## src/hw/flash_seq_params.svh

```systemverilog
/*
  Constants for the flash erase/program sequencer controller: command codes,
  status bit positions and timing counts at the 20 MHz reference clock.
  Assumes inclusion by bare name from the design modules.
*/
`ifndef FLASH_SEQ_PARAMS_SVH
`define FLASH_SEQ_PARAMS_SVH

// Command codes written on the flash data bus.
`define CMD_ERASE_SETUP   8'h20
`define CMD_CONFIRM       8'hd0
`define CMD_SUSPEND       8'hb0
`define CMD_READ_STATUS   8'h70
`define CMD_READ_ARRAY    8'hff
`define CMD_PROG_SETUP    8'h40
`define CMD_PROG_SETUP2   8'h10
`define CMD_CLEAR_STATUS  8'h50

// Status register bit positions.
`define BIT_READY      7
`define BIT_SUSPENDED  6
`define BIT_ERASE_ERR  5
`define BIT_PROG_ERR   4
`define BIT_VPP_LOW    3

// Status image after reset or clear: only the ready bit is set.
`define STATUS_INIT    8'h80

// Bus cycle phase timing in nanoseconds and derived clock counts.
`define CLK_PERIOD_NS  50
`define PHASE_NS       150
`define PHASE_CYC      (((`PHASE_NS) + (`CLK_PERIOD_NS) - 1) / (`CLK_PERIOD_NS))
`define CNT_W          4
`define CNT_ONE        4'h1
`define CNT_ZERO       4'h0

`endif

```

## src/hw/flash_seq_pkg.sv

```systemverilog
/*
  Types for the flash sequencer controller: operation codes and states.
  Assumes the params header is on the include path.
*/
package flash_seq_pkg;
  // Operations requested on the user port.
  typedef enum logic [2:0] {
    OP_ERASE   = 3'h0,
    OP_PROGRAM = 3'h1,
    OP_SUSPEND = 3'h2,
    OP_RESUME  = 3'h3,
    OP_CLEAR   = 3'h4,
    OP_READ    = 3'h5,
    OP_STATUS  = 3'h6
  } op_e;

  // Controller sequence states.
  typedef enum logic [3:0] {
    ST_IDLE    = 4'h0,
    ST_CMD1    = 4'h1,
    ST_CMD2    = 4'h2,
    ST_POLLCMD = 4'h3,
    ST_POLL    = 4'h4,
    ST_ARRAY   = 4'h5,
    ST_READ    = 4'h6,
    ST_DONE    = 4'h7
  } state_e;
endpackage : flash_seq_pkg

```

## src/hw/flash_bus_cycle.sv

```systemverilog
/*
  One asynchronous SRAM-style bus cycle on the flash pins: a write (chip and
  write enable low around stable data) or a read (chip and output enable low,
  data captured at the end of the strobe). Each phase lasts a fixed number of clocks.
  Assumes the read data input is already synchronised by the caller.
*/
`timescale 1ns/100ps
`default_nettype none
`include "flash_seq_params.svh"

module flash_bus_cycle (
  // Clock and reset
  input  wire logic        ref_clk,
  input  wire logic        rst,
  // Request side
  input  wire logic        start,
  input  wire logic        isWrite,
  input  wire logic [19:0] reqAddr,
  input  wire logic [7:0]  reqData,
  output logic             cycleDone,
  output logic [7:0]       readData,
  // Flash pins
  output logic [19:0]      flashAddr,
  output logic [7:0]       flashDataOut,
  output logic             flashDataOe_n,
  output logic             chipEnable_n,
  output logic             outputEnable_n,
  output logic             writeEnable_n,
  input  wire logic [7:0]  flashDataIn
);

  typedef enum logic [1:0] {
    PH_IDLE   = 2'h0,
    PH_SETUP  = 2'h1,
    PH_STROBE = 2'h2,
    PH_HOLD   = 2'h3
  } phase_e;

  phase_e                phase_reg, phase_next;
  logic [`CNT_W-1:0]     cnt_reg, cnt_next;
  logic                  wr_reg, wr_next;
  logic [19:0]           addr_reg, addr_next;
  logic [7:0]            wdata_reg, wdata_next;
  logic [7:0]            rdata_reg, rdata_next;
  logic                  done_reg, done_next;

  // Next-state logic: setup, strobe, hold, each a fixed phase length.
  always_comb begin
    phase_next = phase_reg;
    cnt_next   = cnt_reg;
    wr_next    = wr_reg;
    addr_next  = addr_reg;
    wdata_next = wdata_reg;
    rdata_next = rdata_reg;
    done_next  = 1'b0;
    case (phase_reg)
      PH_IDLE: begin
        if (start) begin
          phase_next = PH_SETUP;
          cnt_next   = `CNT_W'(`PHASE_CYC);
          wr_next    = isWrite;
          addr_next  = reqAddr;
          wdata_next = reqData;
        end
      end
      PH_SETUP, PH_STROBE, PH_HOLD: begin
        if (cnt_reg > `CNT_ONE) begin
          cnt_next = cnt_reg - `CNT_ONE;
        end else begin
          cnt_next = `CNT_W'(`PHASE_CYC);
          if (phase_reg == PH_SETUP) begin
            phase_next = PH_STROBE;
          end else if (phase_reg == PH_STROBE) begin
            phase_next = PH_HOLD;
            // Sample at the end of the strobe while data is valid.
            rdata_next = flashDataIn;
          end else begin
            phase_next = PH_IDLE;
            done_next  = 1'b1;
          end
        end
      end
      default: phase_next = PH_IDLE;
    endcase
  end

  // State registers.
  always_ff @(posedge ref_clk) begin
    if (rst) begin
      phase_reg <= PH_IDLE;
      cnt_reg   <= `CNT_ZERO;
      wr_reg    <= 1'b0;
      addr_reg  <= 20'h00000;
      wdata_reg <= 8'h00;
      rdata_reg <= 8'h00;
      done_reg  <= 1'b0;
    end else begin
      phase_reg <= phase_next;
      cnt_reg   <= cnt_next;
      wr_reg    <= wr_next;
      addr_reg  <= addr_next;
      wdata_reg <= wdata_next;
      rdata_reg <= rdata_next;
      done_reg  <= done_next;
    end
  end

  // Pin drive; data is driven for the whole write so the hold is safe.
  assign cycleDone      = done_reg;
  assign readData       = rdata_reg;
  assign flashAddr      = addr_reg;
  assign flashDataOut   = wdata_reg;
  assign flashDataOe_n  = !(wr_reg && phase_reg != PH_IDLE);
  assign chipEnable_n   = (phase_reg == PH_IDLE);
  assign writeEnable_n  = !(wr_reg && phase_reg == PH_STROBE);
  assign outputEnable_n = !(!wr_reg && phase_reg != PH_IDLE);

endmodule : flash_bus_cycle
`default_nettype wire

```

## src/hw/flash_seq_ctrl.sv

```systemverilog
/*
  Host-side controller for a parallel NOR flash with an internal erase and
  program sequencer. Takes operations on a user port, issues the two-step
  command sequences, polls readiness and returns the status byte, or the array byte for a read.
  Assumes the flash pins are wired directly and the data bus resolved
  outside from the output enable; readyBusyIn arrives asynchronously.
*/
`timescale 1ns/100ps
`default_nettype none
`include "flash_seq_params.svh"

module flash_seq_ctrl (
  // Clock and reset
  input  wire logic                ref_clk,
  input  wire logic                rst,
  // User request port
  input  wire logic                reqValid,
  output logic                     reqReady,
  input  wire flash_seq_pkg::op_e  reqOp,
  input  wire logic [19:0]         reqAddr,
  input  wire logic [7:0]          reqData,
  // User answer port
  output logic                     respValid,
  output logic [7:0]               respData,
  output logic                     supplyLowErr,
  output logic                     sequenceErr,
  output logic                     eraseErr,
  output logic                     programErr,
  output logic                     eraseSuspended,
  // Flash pins
  output logic [19:0]              flashAddr,
  output logic [7:0]               flashDataOut,
  output logic                     flashDataOe_n,
  input  wire logic [7:0]          flashDataIn,
  output logic                     chipEnable_n,
  output logic                     outputEnable_n,
  output logic                     writeEnable_n,
  output logic                     powerdownReset_n,
  input  wire logic                readyBusyIn
);

  flash_seq_pkg::state_e state_reg, state_next;
  flash_seq_pkg::op_e    op_reg, op_next;
  logic [19:0]           addr_reg, addr_next;
  logic [7:0]            data_reg, data_next;
  logic [7:0]            resp_reg, resp_next;
  logic                  respV_reg, respV_next;
  logic [7:0]            status_reg, status_next;
  logic                  cycStart;
  logic                  cycWrite;
  logic [7:0]            cycData;
  logic                  cycDone;
  logic [7:0]            cycRead;
  logic [2:0]            rbySync_reg;
  logic                  rbyStable_reg, rbyStable_next;
  logic                  suspReq_reg, suspReq_next;

  // Decode: which error the status byte reports.
  function automatic logic [3:0] decode_status(input logic [7:0] s);
    logic both;
    both = s[`BIT_ERASE_ERR] && s[`BIT_PROG_ERR];
    decode_status = {s[`BIT_VPP_LOW], both,
                     s[`BIT_ERASE_ERR] && !both,
                     s[`BIT_PROG_ERR] && !both};
  endfunction : decode_status

  ////////////////////////////////////////////////////////////////////////////
  // Ready pin synchroniser: three flops, change taken when last two agree.
  always_ff @(posedge ref_clk) begin
    if (rst) begin
      rbySync_reg   <= 3'h0;
      rbyStable_reg <= 1'b0;
    end else begin
      rbySync_reg   <= {rbySync_reg[1:0], readyBusyIn};
      rbyStable_reg <= rbyStable_next;
    end
  end

  // Filtered ready level.
  always_comb begin
    rbyStable_next = rbyStable_reg;
    if (rbySync_reg[1] == rbySync_reg[2]) begin
      rbyStable_next = rbySync_reg[2];
    end
  end

  ////////////////////////////////////////////////////////////////////////////
  // Sequence next state. Each command is one write bus cycle; polling is a
  // status read repeated until the ready bit and the ready pin both show ready.
  always_comb begin
    state_next  = state_reg;
    op_next     = op_reg;
    addr_next   = addr_reg;
    data_next   = data_reg;
    resp_next   = resp_reg;
    respV_next  = 1'b0;
    status_next = status_reg;
    suspReq_next = suspReq_reg;
    cycStart    = 1'b0;
    cycWrite    = 1'b1;
    cycData     = `CMD_READ_STATUS;
    case (state_reg)
      flash_seq_pkg::ST_IDLE: begin
        if (reqValid) begin
          op_next    = reqOp;
          addr_next  = reqAddr;
          data_next  = reqData;
          state_next = flash_seq_pkg::ST_CMD1;
        end
      end
      flash_seq_pkg::ST_CMD1: begin
        cycStart = 1'b1;
        case (op_reg)
          flash_seq_pkg::OP_ERASE:   cycData = `CMD_ERASE_SETUP;
          flash_seq_pkg::OP_PROGRAM: cycData = `CMD_PROG_SETUP;
          flash_seq_pkg::OP_SUSPEND: cycData = `CMD_SUSPEND;
          flash_seq_pkg::OP_RESUME:  cycData = `CMD_CONFIRM;
          flash_seq_pkg::OP_CLEAR:   cycData = `CMD_CLEAR_STATUS;
          flash_seq_pkg::OP_READ:    cycData = `CMD_READ_ARRAY;
          default:                   cycData = `CMD_READ_STATUS;
        endcase
        state_next = flash_seq_pkg::ST_CMD2;
      end
      flash_seq_pkg::ST_CMD2: begin
        if (cycDone) begin
          case (op_reg)
            flash_seq_pkg::OP_ERASE, flash_seq_pkg::OP_PROGRAM: begin
              cycStart   = 1'b1;
              cycData    = (op_reg == flash_seq_pkg::OP_ERASE) ?
                           `CMD_CONFIRM : data_reg;
              state_next = flash_seq_pkg::ST_POLLCMD;
            end
            flash_seq_pkg::OP_READ: begin
              cycStart   = 1'b1;
              cycWrite   = 1'b0;
              state_next = flash_seq_pkg::ST_READ;
            end
            flash_seq_pkg::OP_CLEAR: begin
              status_next = `STATUS_INIT;
              state_next  = flash_seq_pkg::ST_DONE;
            end
            default: begin
              state_next = flash_seq_pkg::ST_POLLCMD;
              cycStart   = 1'b1;
            end
          endcase
        end
      end
      flash_seq_pkg::ST_POLLCMD: begin
        if (cycDone) begin
          cycStart   = 1'b1;
          cycData    = `CMD_READ_STATUS;
          state_next = flash_seq_pkg::ST_POLL;
        end
      end
      flash_seq_pkg::ST_POLL: begin
        suspReq_next = suspReq_reg || (reqValid && reqReady);
        if (cycDone) begin
          if (cycRead[`BIT_READY] && rbyStable_reg) begin
            status_next = cycRead;
            state_next  = (op_reg == flash_seq_pkg::OP_SUSPEND &&
                           cycRead[`BIT_SUSPENDED]) ?
                          flash_seq_pkg::ST_ARRAY : flash_seq_pkg::ST_DONE;
          end else if (suspReq_reg) begin
            // The suspend's answer stands in for the paused erase's.
            op_next      = flash_seq_pkg::OP_SUSPEND;
            suspReq_next = 1'b0;
            state_next   = flash_seq_pkg::ST_CMD1;
          end else begin
            // Re-reading toggles chip enable, refreshing the status byte.
            cycStart = 1'b1;
            cycWrite = 1'b0;
          end
        end
      end
      flash_seq_pkg::ST_ARRAY: begin
        cycStart   = 1'b1;
        cycData    = `CMD_READ_ARRAY;
        state_next = flash_seq_pkg::ST_DONE;
      end
      flash_seq_pkg::ST_READ: begin
        if (cycDone) begin
          resp_next  = cycRead;
          state_next = flash_seq_pkg::ST_DONE;
        end
      end
      flash_seq_pkg::ST_DONE: begin
        if (chipEnable_n) begin
          if (op_reg != flash_seq_pkg::OP_READ) begin
            resp_next = status_reg;
          end
          respV_next   = 1'b1;
          suspReq_next = 1'b0;
          state_next   = flash_seq_pkg::ST_IDLE;
        end
      end
      default: state_next = flash_seq_pkg::ST_IDLE;
    endcase
  end

  // Sequence registers; status mirrors the device's reset value.
  always_ff @(posedge ref_clk) begin
    if (rst) begin
      state_reg  <= flash_seq_pkg::ST_IDLE;
      op_reg     <= flash_seq_pkg::OP_STATUS;
      addr_reg   <= 20'h00000;
      data_reg   <= 8'h00;
      resp_reg   <= 8'h00;
      respV_reg  <= 1'b0;
      status_reg <= `STATUS_INIT;
      suspReq_reg <= 1'b0;
    end else begin
      state_reg  <= state_next;
      op_reg     <= op_next;
      addr_reg   <= addr_next;
      data_reg   <= data_next;
      resp_reg   <= resp_next;
      respV_reg  <= respV_next;
      status_reg <= status_next;
      suspReq_reg <= suspReq_next;
    end
  end

  ////////////////////////////////////////////////////////////////////////////
  // Pin-level bus cycles; the block address is reused for both writes.
  flash_bus_cycle cycle_u (
    .ref_clk        (ref_clk),
    .rst            (rst),
    .start          (cycStart),
    .isWrite        (cycWrite),
    .reqAddr        (addr_reg),
    .reqData        (cycData),
    .cycleDone      (cycDone),
    .readData       (cycRead),
    .flashAddr      (flashAddr),
    .flashDataOut   (flashDataOut),
    .flashDataOe_n  (flashDataOe_n),
    .chipEnable_n   (chipEnable_n),
    .outputEnable_n (outputEnable_n),
    .writeEnable_n  (writeEnable_n),
    .flashDataIn    (flashDataIn)
  );

  // Outputs. Power-down reset held low during controller reset aborts any
  // operation in the device, which clears its status too.
  // status decode
  assign {supplyLowErr, sequenceErr, eraseErr, programErr} =
    decode_status(status_reg);
  assign eraseSuspended   = status_reg[`BIT_SUSPENDED];
  // mid-erase only a suspend is taken
  assign reqReady         = (state_reg == flash_seq_pkg::ST_IDLE) ||
    (state_reg == flash_seq_pkg::ST_POLL && !suspReq_reg &&
     op_reg == flash_seq_pkg::OP_ERASE && reqOp == flash_seq_pkg::OP_SUSPEND);
  assign respValid        = respV_reg;
  assign respData         = resp_reg;
  assign powerdownReset_n = !rst;

endmodule : flash_seq_ctrl
`default_nettype wire

```

## config.mk

```make
export PLATFORM = sky130hd
export DESIGN_NAME = flash_seq_ctrl
export DESIGN_NICKNAME = d
export VERILOG_FILES = /design/src/hw/flash_seq_pkg.sv /design/src/hw/flash_bus_cycle.sv /design/src/hw/flash_seq_ctrl.sv
export VERILOG_INCLUDE_DIRS = /design/src /design/src/hw
export SDC_FILE = /design/constraint.sdc
export NUM_CORES = 1
export LEC_CHECK = 0
export BUFFER_PORTS_ARGS = -buffer_cell sky130_fd_sc_hd__buf_4
export CAP_MARGIN = 30
export CORE_ASPECT_RATIO = 1.75
export CORE_MARGIN = 4
export CORE_UTILIZATION = 34
export CTS_CLUSTER_SIZE = 14
export DETAILED_ROUTE_END_ITERATION = 8
export SLEW_MARGIN = 20
export SYNTH_ARGS = -nofsm -noshare
export SYNTH_HDL_FRONTEND = slang
export SYNTH_SLANG_ARGS = --single-unit
```

## constraint.sdc

```tcl
create_clock -name ref_clk -period 3.4 [get_ports ref_clk]
set_input_delay 0.68 -clock ref_clk [delete_from_list [all_inputs] [get_ports ref_clk]]
set_output_delay 0.68 -clock ref_clk [all_outputs]
set_load 0.02 [all_outputs]
```

==> impl_metrics.ini, run 1 <==
[die]
rows = 55
die_y_um = 161
coreArea_um2 = 13000
start_util_pct = 34.9
die_w_um = 95.3
die_area_um2 = 15300
ios = 91

[clocking]
cts_resized = 0
cts_made_buffers = 9
cts-htree-levels = 3
post_cts_buffers = 0
cts_max_path_buffers = 2
ctsHoldBuffers = 0
tritoncts = yes
clk_latency_ns = 0.34
clock_sinks = 100
path_clk_slew_ns = 0.06
cts.root.buffer_cell = clkbuf_16

[detailed_routing]
remaining_drc_errors = 0
drt_iter0_drc = 209
routed_wl_um = 12000
firstDrtPassIters = 4
vias = 3954
via_per_inst = 5.22
wl_per_cell_um = 15.9
antenna_left = 0

[sta]
min_period_ns = 2.56
fmax_mhz = 391
hold_viol = 0
slew_headroom_pct = 37.7
skew_ns = 0.00647
rsz0062_at_grt = no
fin_ws_ns = 0.845
setup-violations-final = 0
finalCritPeriodShare_pct = 75.1
worst_pin_slew_ns = 0.934
slew_viol_final = 0
finalSetupTns_ns = 0

[synth]
synth_fa_ha_area_share_pct = 1.66
synth_edf_count = 0
synth.area.mux_share_pct = 3.97
syn_inst = 515
avgSynthCellArea_um2 = 8.80
synth_top_area_share_pct = 44.2
ys_ff_latch = 100
ys.flop_type = dfxtp_1
synth_top_family_by_area = compound AO/OA/AOI/OAI gates
yosys_warnings = 0
syn_area_um2 = 4530
synth_xor_area_share_pct = 0
netlist_top_cells_area = dfxtp_1 44%, a21oi_1 8.3%, nand2_1 5.9%
yosys.area.top_type = dfxtp_1
synth_simple_gate_area_share_pct = 20.4
synth_seq_area_share_pct = 44.2
synth_compound_area_share_pct = 24.0
synth_nets = 564
synth_cell_types = 64
async_flop_share_pct = 0

[place]
preCtsSetupSlack_ns = 1.01
dp_hpwl_um = 8600
placedCellCount = 739
place_congestion = 0.862
port_buffers = 90

[worst_setup_path]
path_class = register to output port
cp_max_fo = 23
crit_arrival_ns = 1.88
crit_required_ns = 2.72
cp_cell_sequence = nor3_1, a31o_2, buf_4
end_kind = output port
path_buf_inv = 1
crit_path_top_delay_cell = dfxtp_1
cpPeakStageDelay_ns = 0.91
cp_top_family = flip-flops
start_kind = register

[layout]
fillers = 1279
antennaDiodeCount = 0
synthToLayoutAreaGrowth_pct = 24.4
multi_input_area_um2 = 2270
final_layout_size_suffix_gt1_share_pct = 23.2
fin_cells = 757
finalNetCount = 630
seqCellArea_um2 = 2000

[global_route]
grt_pass1_vias = 3810
gr-total-overflow = 0
grt_max_degree = 94
antenna_found_initial = 0
grt_pass1_wl_um = 19100
grt.total_usage_pct = 15.7

[pwr]
p_leak_nw = 2.19
p_per_area_nw_per_um2 = 758
peakVddDrop_v = 0.000311

[hold_path]
hp-class = register to register

[job]
maxCapViolations = 0

[status]
outcome = complete, no violations
[cell usage after synthesis, types with 4 or more instances]
library cell	instances
nor2_1	20
o21ai_0	14
inv_1	8
clkbuf_1	20
a311oi_1	10
nor2b_1	10
dfxtp_1	100
buf_2	14
and3_1	4
ha_1	6
and2_1	6
nand3_1	25
mux2i_1	18
nand2_1	71
buf_4	8
nand4_1	8
and3b_1	7
a211oi_2	4
o211ai_1	20
a21oi_1	75
[kinds of logic after synthesis]
kind of cell / Yosys count
AND/OR/NAND/NOR: 175
buffers and inverters: 54
multiplexers: 18
adder cells (fa/ha/maj): 6
AO/OA/AOI/OAI: 162
flip-flops: 100
[final timing paths]
kind,cells after the start,from,end,slack (ns)
worst max-delay path,3,state_reg[0],reqReady,0.84
worst min-delay path,1,rbySync_reg[0],rbySync_reg[1],0.44
worst max register to register,4,state_reg[0],cycle_u.wr_reg,1.04
worst min register to register,1,rbySync_reg[0],rbySync_reg[1],0.44
[layout make-up]
cell class,instances,share of cell area (%)
Clock buffer,13,4.62
Clock inverter,3,1.22
Inverter,9,0.599
Multi-Input combinational cell,361,40.3
Sequential cell,100,35.5
Tap cell,171,3.79
Timing Repair Buffer,100,13.9
[routing by layer]
layer | track usage [%] | vias to the layer above | wire (um)
li1 | - | 1994 | -
met1 | 17.9 | 1848 | 4760
met4 | 4.86 | 0 | 169
met5 | 0 | - | 0
met2 | 28.6 | 101 | 6480
met3 | 3.28 | 11 | 614
[worst register-to-register path, stage by stage (launching register included)]
cell and delay (ns):
dfxtp_1 0.59, nor4b_4 0.56, and2_1 0.72, o221ai_1 0.24, a21oi_1 0.18
[report_power, final]
group	internal [mW]	leakage [nW]	switching, mW
Combinational	0.632	1.21	0.957
Clock	0.687	0.160	0.418
Sequential	1.37	0.814	0.210
Total	2.69	2.19	1.58
[through the flow]
| step | instance area [um^2] | power (mW) | hold slack (ns) | util, % |
|---|---|---|---|---|
| after global placement | 5250 | 3.13 | 0.419 | 40.4 |
| after global routing | 5640 | 4.56 | 0.464 | 43.4 |
| after floorplan | 4530 | 2.75 | 0.414 | - |
| final | 5640 | 4.28 | 0.436 | 43.4 |
| after detailed placement | 5270 | 3.19 | 0.425 | 40.5 |
| after CTS | 5600 | 4.31 | 0.440 | 43.0 |
[layout by cell type, fill, tap and decap left out, drive strengths merged, types with 7 or more instances in the layout]
cell and count:
buf 100, nand2 73, clkbuf 13, a311oi 10, nand4 8, nor2 20, dfxtp 100, a21oi 75
o21ai 14, and3b 7, nor2b 10, inv 8, o211ai 20, nand3 25, mux2i 18
(Power assumes the default switching activity.)
==> run 2, diff against run 1 <==
--- a/config.mk
+++ b/config.mk
@@ -6,6 +6,7 @@
 export SDC_FILE = /design/constraint.sdc
 export NUM_CORES = 1
 export LEC_CHECK = 0
+export ABC_AREA = 1
 export BUFFER_PORTS_ARGS = -buffer_cell sky130_fd_sc_hd__buf_4
 export CAP_MARGIN = 30
 export CORE_ASPECT_RATIO = 1.75
==> constraint.sdc (replaced) <==
create_clock -name ref_clk -period 2.6 [get_ports ref_clk]
set_input_delay 0.52 -clock ref_clk [delete_from_list [all_inputs] [get_ports ref_clk]]
set_output_delay 0.52 -clock ref_clk [all_outputs]
set_load 0.02 [all_outputs]
==> impl_metrics.ini, run 2 <==
[worst_setup_path]
rrSetupSlack_ns = 0.68
cp_max_fo = 7
crit_arrival_ns = 1.73
r2r_start = cycle_u.cnt_reg[0]
crit_required_ns = 2.08
r2r.worst_path.cells = 8
start_kind = register
end_kind = output port
path_class = register to output port
reg2reg_to = cycle_u.cnt_reg[3]

[synth]
synth_top_family_by_area = simple AND/OR/NAND/NOR gates
synth_most_common_cell = nor2_1
yosys.area.top_type = dfxtp_1
synth_top_area_share_pct = 45.8
syn_area_um2 = 4370
ys_ff_latch = 100
synth_seq_area_share_pct = 45.8
syn_inst = 614
synth_xor_area_share_pct = 0.201
async_flop_share_pct = 0
ys.flop_type = dfxtp_1
synth_common_cells = 112 x nor2_1, 100 x dfxtp_1, 100 x nand2_1, 60 x inv_1, 60 x nand3_1
synth_compound_area_share_pct = 14.1
synth_edf_count = 0
synth_cell_types = 32
synth_simple_gate_area_share_pct = 28.5
yosys_warnings = 0
avgSynthCellArea_um2 = 7.11
netlist_top_cells_area = dfxtp_1 46%, nor2_1 9.6%, nand2_1 8.6%
synth_fa_ha_area_share_pct = 1.72
synth_nets = 663
synth.area.mux_share_pct = 0

[status]
outcome = complete, no violations

[clocking]
cts-htree-levels = 3
clk_latency_ns = 0.34
post_cts_buffers = 0
path_clk_slew_ns = 0.06
tritoncts = yes
cts_resized = 0
cts.root.buffer_cell = clkbuf_16
clock_sinks = 100
cts_max_path_buffers = 2
cts_made_buffers = 9
ctsHoldBuffers = 0

[layout]
final_layout_size_suffix_gt1_share_pct = 18.8
fin_cells = 865
antennaDiodeCount = 0
fillers = 1326
synthToLayoutAreaGrowth_pct = 24.9
final_util_pct = 43.6
finalNetCount = 741
final_cell_mix = 112 x nor2_1, 100 x nand2_1, 100 x dfxtp_1
layout_commonest_cell = nor2_1

[detailed_routing]
vias = 4118
firstDrtPassIters = 4
drt_iter0_drc = 190
antenna_left = 0
routed_wl_um = 11200
wl_per_cell_um = 12.9
via_per_inst = 4.76
remaining_drc_errors = 0

[global_route]
grt.total_usage_pct = 15.6
grt_pass1_wl_um = 18500
grt_pass1_vias = 3999
gr-total-overflow = 0
antenna_found_initial = 0
grt_max_degree = 52

[die]
die_area_um2 = 14800
start_util_pct = 34.9
coreArea_um2 = 12500
rows = 54
ios = 91
die_y_um = 158
die_w_um = 93.7

[place]
preCtsSetupSlack_ns = 0.675
dp_hpwl_um = 8480
placedCellCount = 849
port_buffers = 90
place_congestion = 0.920

[hold_path]
hp-class = primary input to register
hold_end = rbySync_reg[0]
holdPathStages = 3
worstHoldStart = readyBusyIn

[sta]
worst_pin_slew_ns = 0.509
setup-violations-final = 0
skew_ns = 0.00530
fin_ws_ns = 0.351
finalCritPeriodShare_pct = 86.5
hold_viol = 0
rsz0062_at_grt = no
slew_headroom_pct = 66.1
fmax_mhz = 445
min_period_ns = 2.25
slew_viol_final = 0
finalSetupTns_ns = 0

[pwr]
peakVddDrop_v = 0.000380
p_leak_nw = 2.42
p_per_area_nw_per_um2 = 1100

[job]
maxCapViolations = 0
## run 2: changes by cell type in the layout (fill, tap and decap cells not counted), sizes merged, moves of 29 or more
cell   delta
nand3    +36
nor2     +96
nand2    +29
inv      +56
o21ai    +40
## run 2: critical path, cell delays in order, from the launching register on
cell	delay [ns]
dfxtp_1	0.35
nor2_1	0.20
nand2_1	0.22
inv_1	0.12
nand2_1	0.06
nor3_1	0.16
or2_2	0.14
buf_4	0.13
## run 2: cell families (layout without fill, tap and decap cells)
family          after synthesis  count (layout)
flops                       100             100
xor+xnor                      1               1
compound gates              117             117
fa+ha+maj                     6               6
buf+inv                      96             179
simple gates                294             294
## run 2: how the worst max path moves through the flow
| stage | slack, ns | depth (start not counted) | to | startpoint |
|---|---|---|---|---|
| after floorplan | 0.57 | 5 | outputEnable_n | cycle_u.phase_reg[0] |
| after global placement | 0.73 | 7 | reqReady | state_reg[1] |
| after detailed placement | 0.67 | 8 | cycle_u.cnt_reg[3] | cycle_u.cnt_reg[0] |
| after CTS | 0.31 | 7 | reqReady | state_reg[1] |
| after global routing | 0.14 | 7 | reqReady | state_reg[1] |
| final | 0.35 | 7 | reqReady | state_reg[1] |
## run 2: metal layers
layer	part of all wire, %	vias to the layer above	GRT usage [%]
met3	5.8	27	4.28
li1	-	2124	-
met1	39	1867	16.1
met4	3.1	0	7.71
met5	0	-	0
met2	52	100	28.5
## run 2: area by class of cell
class                      instances  area, um^2  share of cell area, %
sequential                       100        2000                   36.7
inverter                          64         240                   4.40
tap                              168         210                   3.85
multi-input combinational        418        1940                   35.7
clock inverter                     3        43.8                  0.803
clock buffer                      13         270                   4.96
timing repair buffer              99         743                   13.6
## run 2: report_power, final
group	switching [mW]	leakage, nW	internal, mW
clock network	0.548	0.156	0.825
registers	0.261	0.819	1.95
logic	1.54	1.45	0.865
total	2.35	2.42	3.64
## run 2: through the flow
stage	hold slack, ns	total power [mW]	instance area (um^2)
after detailed placement	0.400	4.68	5140
final	0.379	5.99	5450
after floorplan	0.388	3.91	4370
after global routing	0.387	6.46	5450
after CTS	0.370	6.07	5450
after global placement	0.393	4.62	5140
==> run 3, diff against run 2 <==
--- a/config.mk
+++ b/config.mk
@@ -9,12 +9,16 @@
 export ABC_AREA = 1
 export BUFFER_PORTS_ARGS = -buffer_cell sky130_fd_sc_hd__buf_4
 export CAP_MARGIN = 30
+export CELL_PAD_IN_SITES_DETAIL_PLACEMENT = 0
+export CELL_PAD_IN_SITES_GLOBAL_PLACEMENT = 1
 export CORE_ASPECT_RATIO = 1.75
 export CORE_MARGIN = 4
 export CORE_UTILIZATION = 34
 export CTS_CLUSTER_SIZE = 14
 export DETAILED_ROUTE_END_ITERATION = 8
+export PLACE_DENSITY_LB_ADDON = 0.1
 export SLEW_MARGIN = 20
 export SYNTH_ARGS = -nofsm -noshare
 export SYNTH_HDL_FRONTEND = slang
+export SYNTH_HIERARCHICAL = 1
 export SYNTH_SLANG_ARGS = --single-unit
==> impl_metrics.ini, run 3 <==
[place]
place_congestion = 0.853
placedCellCount = 866
dp_hpwl_um = 9420
port_buffers = 90

[die]
ios = 91
die_y_um = 160
start_util_pct = 34.7
rows = 55
coreArea_um2 = 12900
die_area_um2 = 15100
die_w_um = 94.6

[worst_setup_path]
crit_arrival_ns = 2.51
path_class = register to register
cp_top_family = simple AND/OR/NAND/NOR gates
cp_cell_sequence = nand3_2, nor2_2, a31oi_1, nand2_1, nand2_1, inv_2, nor2_1, nor2_1
start_kind = register
cpPeakStageDelay_ns = 0.62
crit_path_top_delay_cell = dfxtp_1
crit_required_ns = 2.89
end_kind = register
cp_max_fo = 29
path_buf_inv = 1

[synth]
synth_nets = 673
syn_inst = 624
async_flop_share_pct = 0
yosys_warnings = 6
synth_top_area_share_pct = 44.9
syn_area_um2 = 4460
synth_seq_area_share_pct = 44.9
ys.flop_type = dfxtp_1
yosys.area.top_type = dfxtp_1
avgSynthCellArea_um2 = 7.15
synth_cell_types = 32
synth_most_common_cell = nor2_1
netlist_top_cells_area = dfxtp_1 45%, o21ai_0 10%, nor2_1 9.8%
synth_edf_count = 0
synth_common_cells = 117 x nor2_1, 100 x dfxtp_1, 89 x o21ai_0, 82 x inv_1, 76 x nand2_1
ys_ff_latch = 100

[sta]
worst_pin_slew_ns = 0.542
fmax_mhz = 450
slew_headroom_pct = 63.5
finalCritPeriodShare_pct = 85.5
hold_viol = 0
skew_ns = 0.00769
setup-violations-final = 0
whs_ns = 0.373
rsz0062_at_grt = no
min_period_ns = 2.22
finalSetupTns_ns = 0
slew_viol_final = 0

[clocking]
cts_resized = 0
post_cts_buffers = 0
clock_sinks = 100
path_clk_slew_ns = 0.07
cts.root.buffer_cell = clkbuf_16
cts_made_buffers = 9
cts_max_path_buffers = 2
tritoncts = yes
ctsHoldBuffers = 0
clk_latency_ns = 0.35
cts-htree-levels = 3

[pwr]
p_leak_nw = 2.49
power_frac_clock_pct = 23.4
swShare_pct = 40.4
power_frac_comb_pct = 38.8
total_power_mw = 5.98
switching_power_mw = 2.41
peakVddDrop_v = 0.000399
p_per_area_nw_per_um2 = 1070
p_seq_share_pct = 37.8
intPower_mw = 3.57

[status]
outcome = complete, no violations

[global_route]
grt_pass1_wl_um = 19900
grt_pass1_vias = 4025
grt.total_usage_pct = 16.8
gr-total-overflow = 0
grt_max_degree = 57
antenna_found_initial = 0

[layout]
final_layout_size_suffix_gt1_share_pct = 19.4
fillers = 1369
layout_commonest_cell = nor2_1
seqCellArea_um2 = 2000
finalNetCount = 755
synthToLayoutAreaGrowth_pct = 24.8
antennaDiodeCount = 0
fin_cells = 882
final_cell_mix = 117 x nor2_1, 100 x dfxtp_1, 100 x buf_4
multi_input_area_um2 = 1960

[detailed_routing]
via_per_inst = 4.74
routed_wl_um = 12400
drt_iter0_drc = 109
antenna_left = 0
highest_layer = met4
met3WireLength_um = 593
wl_per_cell_um = 14.0
route.met2.wl_um = 6760
wl_met1_um = 4590
firstDrtPassIters = 4
remaining_drc_errors = 0
vias = 4181

[hold_path]
hp-class = primary input to register

[job]
maxCapViolations = 0
## run 3: cell type report
cell class	instances	share of cell area (%)
inverters	88	5.96
clock inverters	7	1.57
multi-input cells	407	35.1
clock buffers	9	4.04
repair buffers	100	13.5
flip-flops and latches	100	36.0
well taps	171	3.84
## run 3: final timing paths
| path | startpoint | to | slack [ns] | cells after the start |
|---|---|---|---|---|
| setup / recovery | state_reg[1] | cycle_u/flashDataOut[0] | 0.38 | 8 |
| hold / removal | readyBusyIn | rbySync_reg[0] | 0.37 | 3 |
| setup reg to reg | state_reg[1] | cycle_u/flashDataOut[0] | 0.38 | 8 |
| hold reg to reg | rbySync_reg[0] | rbySync_reg[1] | 0.42 | 2 |
## run 3: power groups by stage
stage | Sequential [mW] | Clock [mW] | Combinational [mW]
after global routing | 2.32 | 1.52 | 2.63
after floorplan | 2.39 | 0 | 1.47
after global placement | 2.30 | 0 | 2.32
final | 2.26 | 1.40 | 2.32
after CTS | 2.27 | 1.45 | 2.36
after detailed placement | 2.31 | 0 | 2.35
## run 3: logic make-up (layout without fill, tap and decap cells)
group	after synthesis	in the layout	synth area share, %
fa+ha+maj	6	6	1.68
xor+xnor	1	1	0.196
compound gates	144	144	16.6
simple gates	256	256	25.3
buf+inv	117	204	11.4
flops	100	100	44.9
## run 3: tightest hold or removal path, delay by kind of cell
kind / cells / cell delay, ns
buffers and inverters: 2 / 0.11
and+or+nand+nor: 1 / 0.06
## run 3: metrics by stage
stage | utilization, % | instance area (um^2) | setup slack [ns]
4_1_cts | 43.3 | 5570 | 0.354
3_3_place_gp | 40.8 | 5260 | 0.458
6_report | 43.3 | 5570 | 0.378
5_1_grt | 43.3 | 5570 | 0.126
2_1_floorplan | - | 4460 | 0.931
3_5_place_dp | 40.8 | 5260 | 0.387
## run 3: metal layers
metal  global-route usage, %  up-vias
met5                       0        -
met4                    8.54        0
met3                    2.55       27
met2                    31.5      105
met1                    17.5     1885
li1                        -     2164
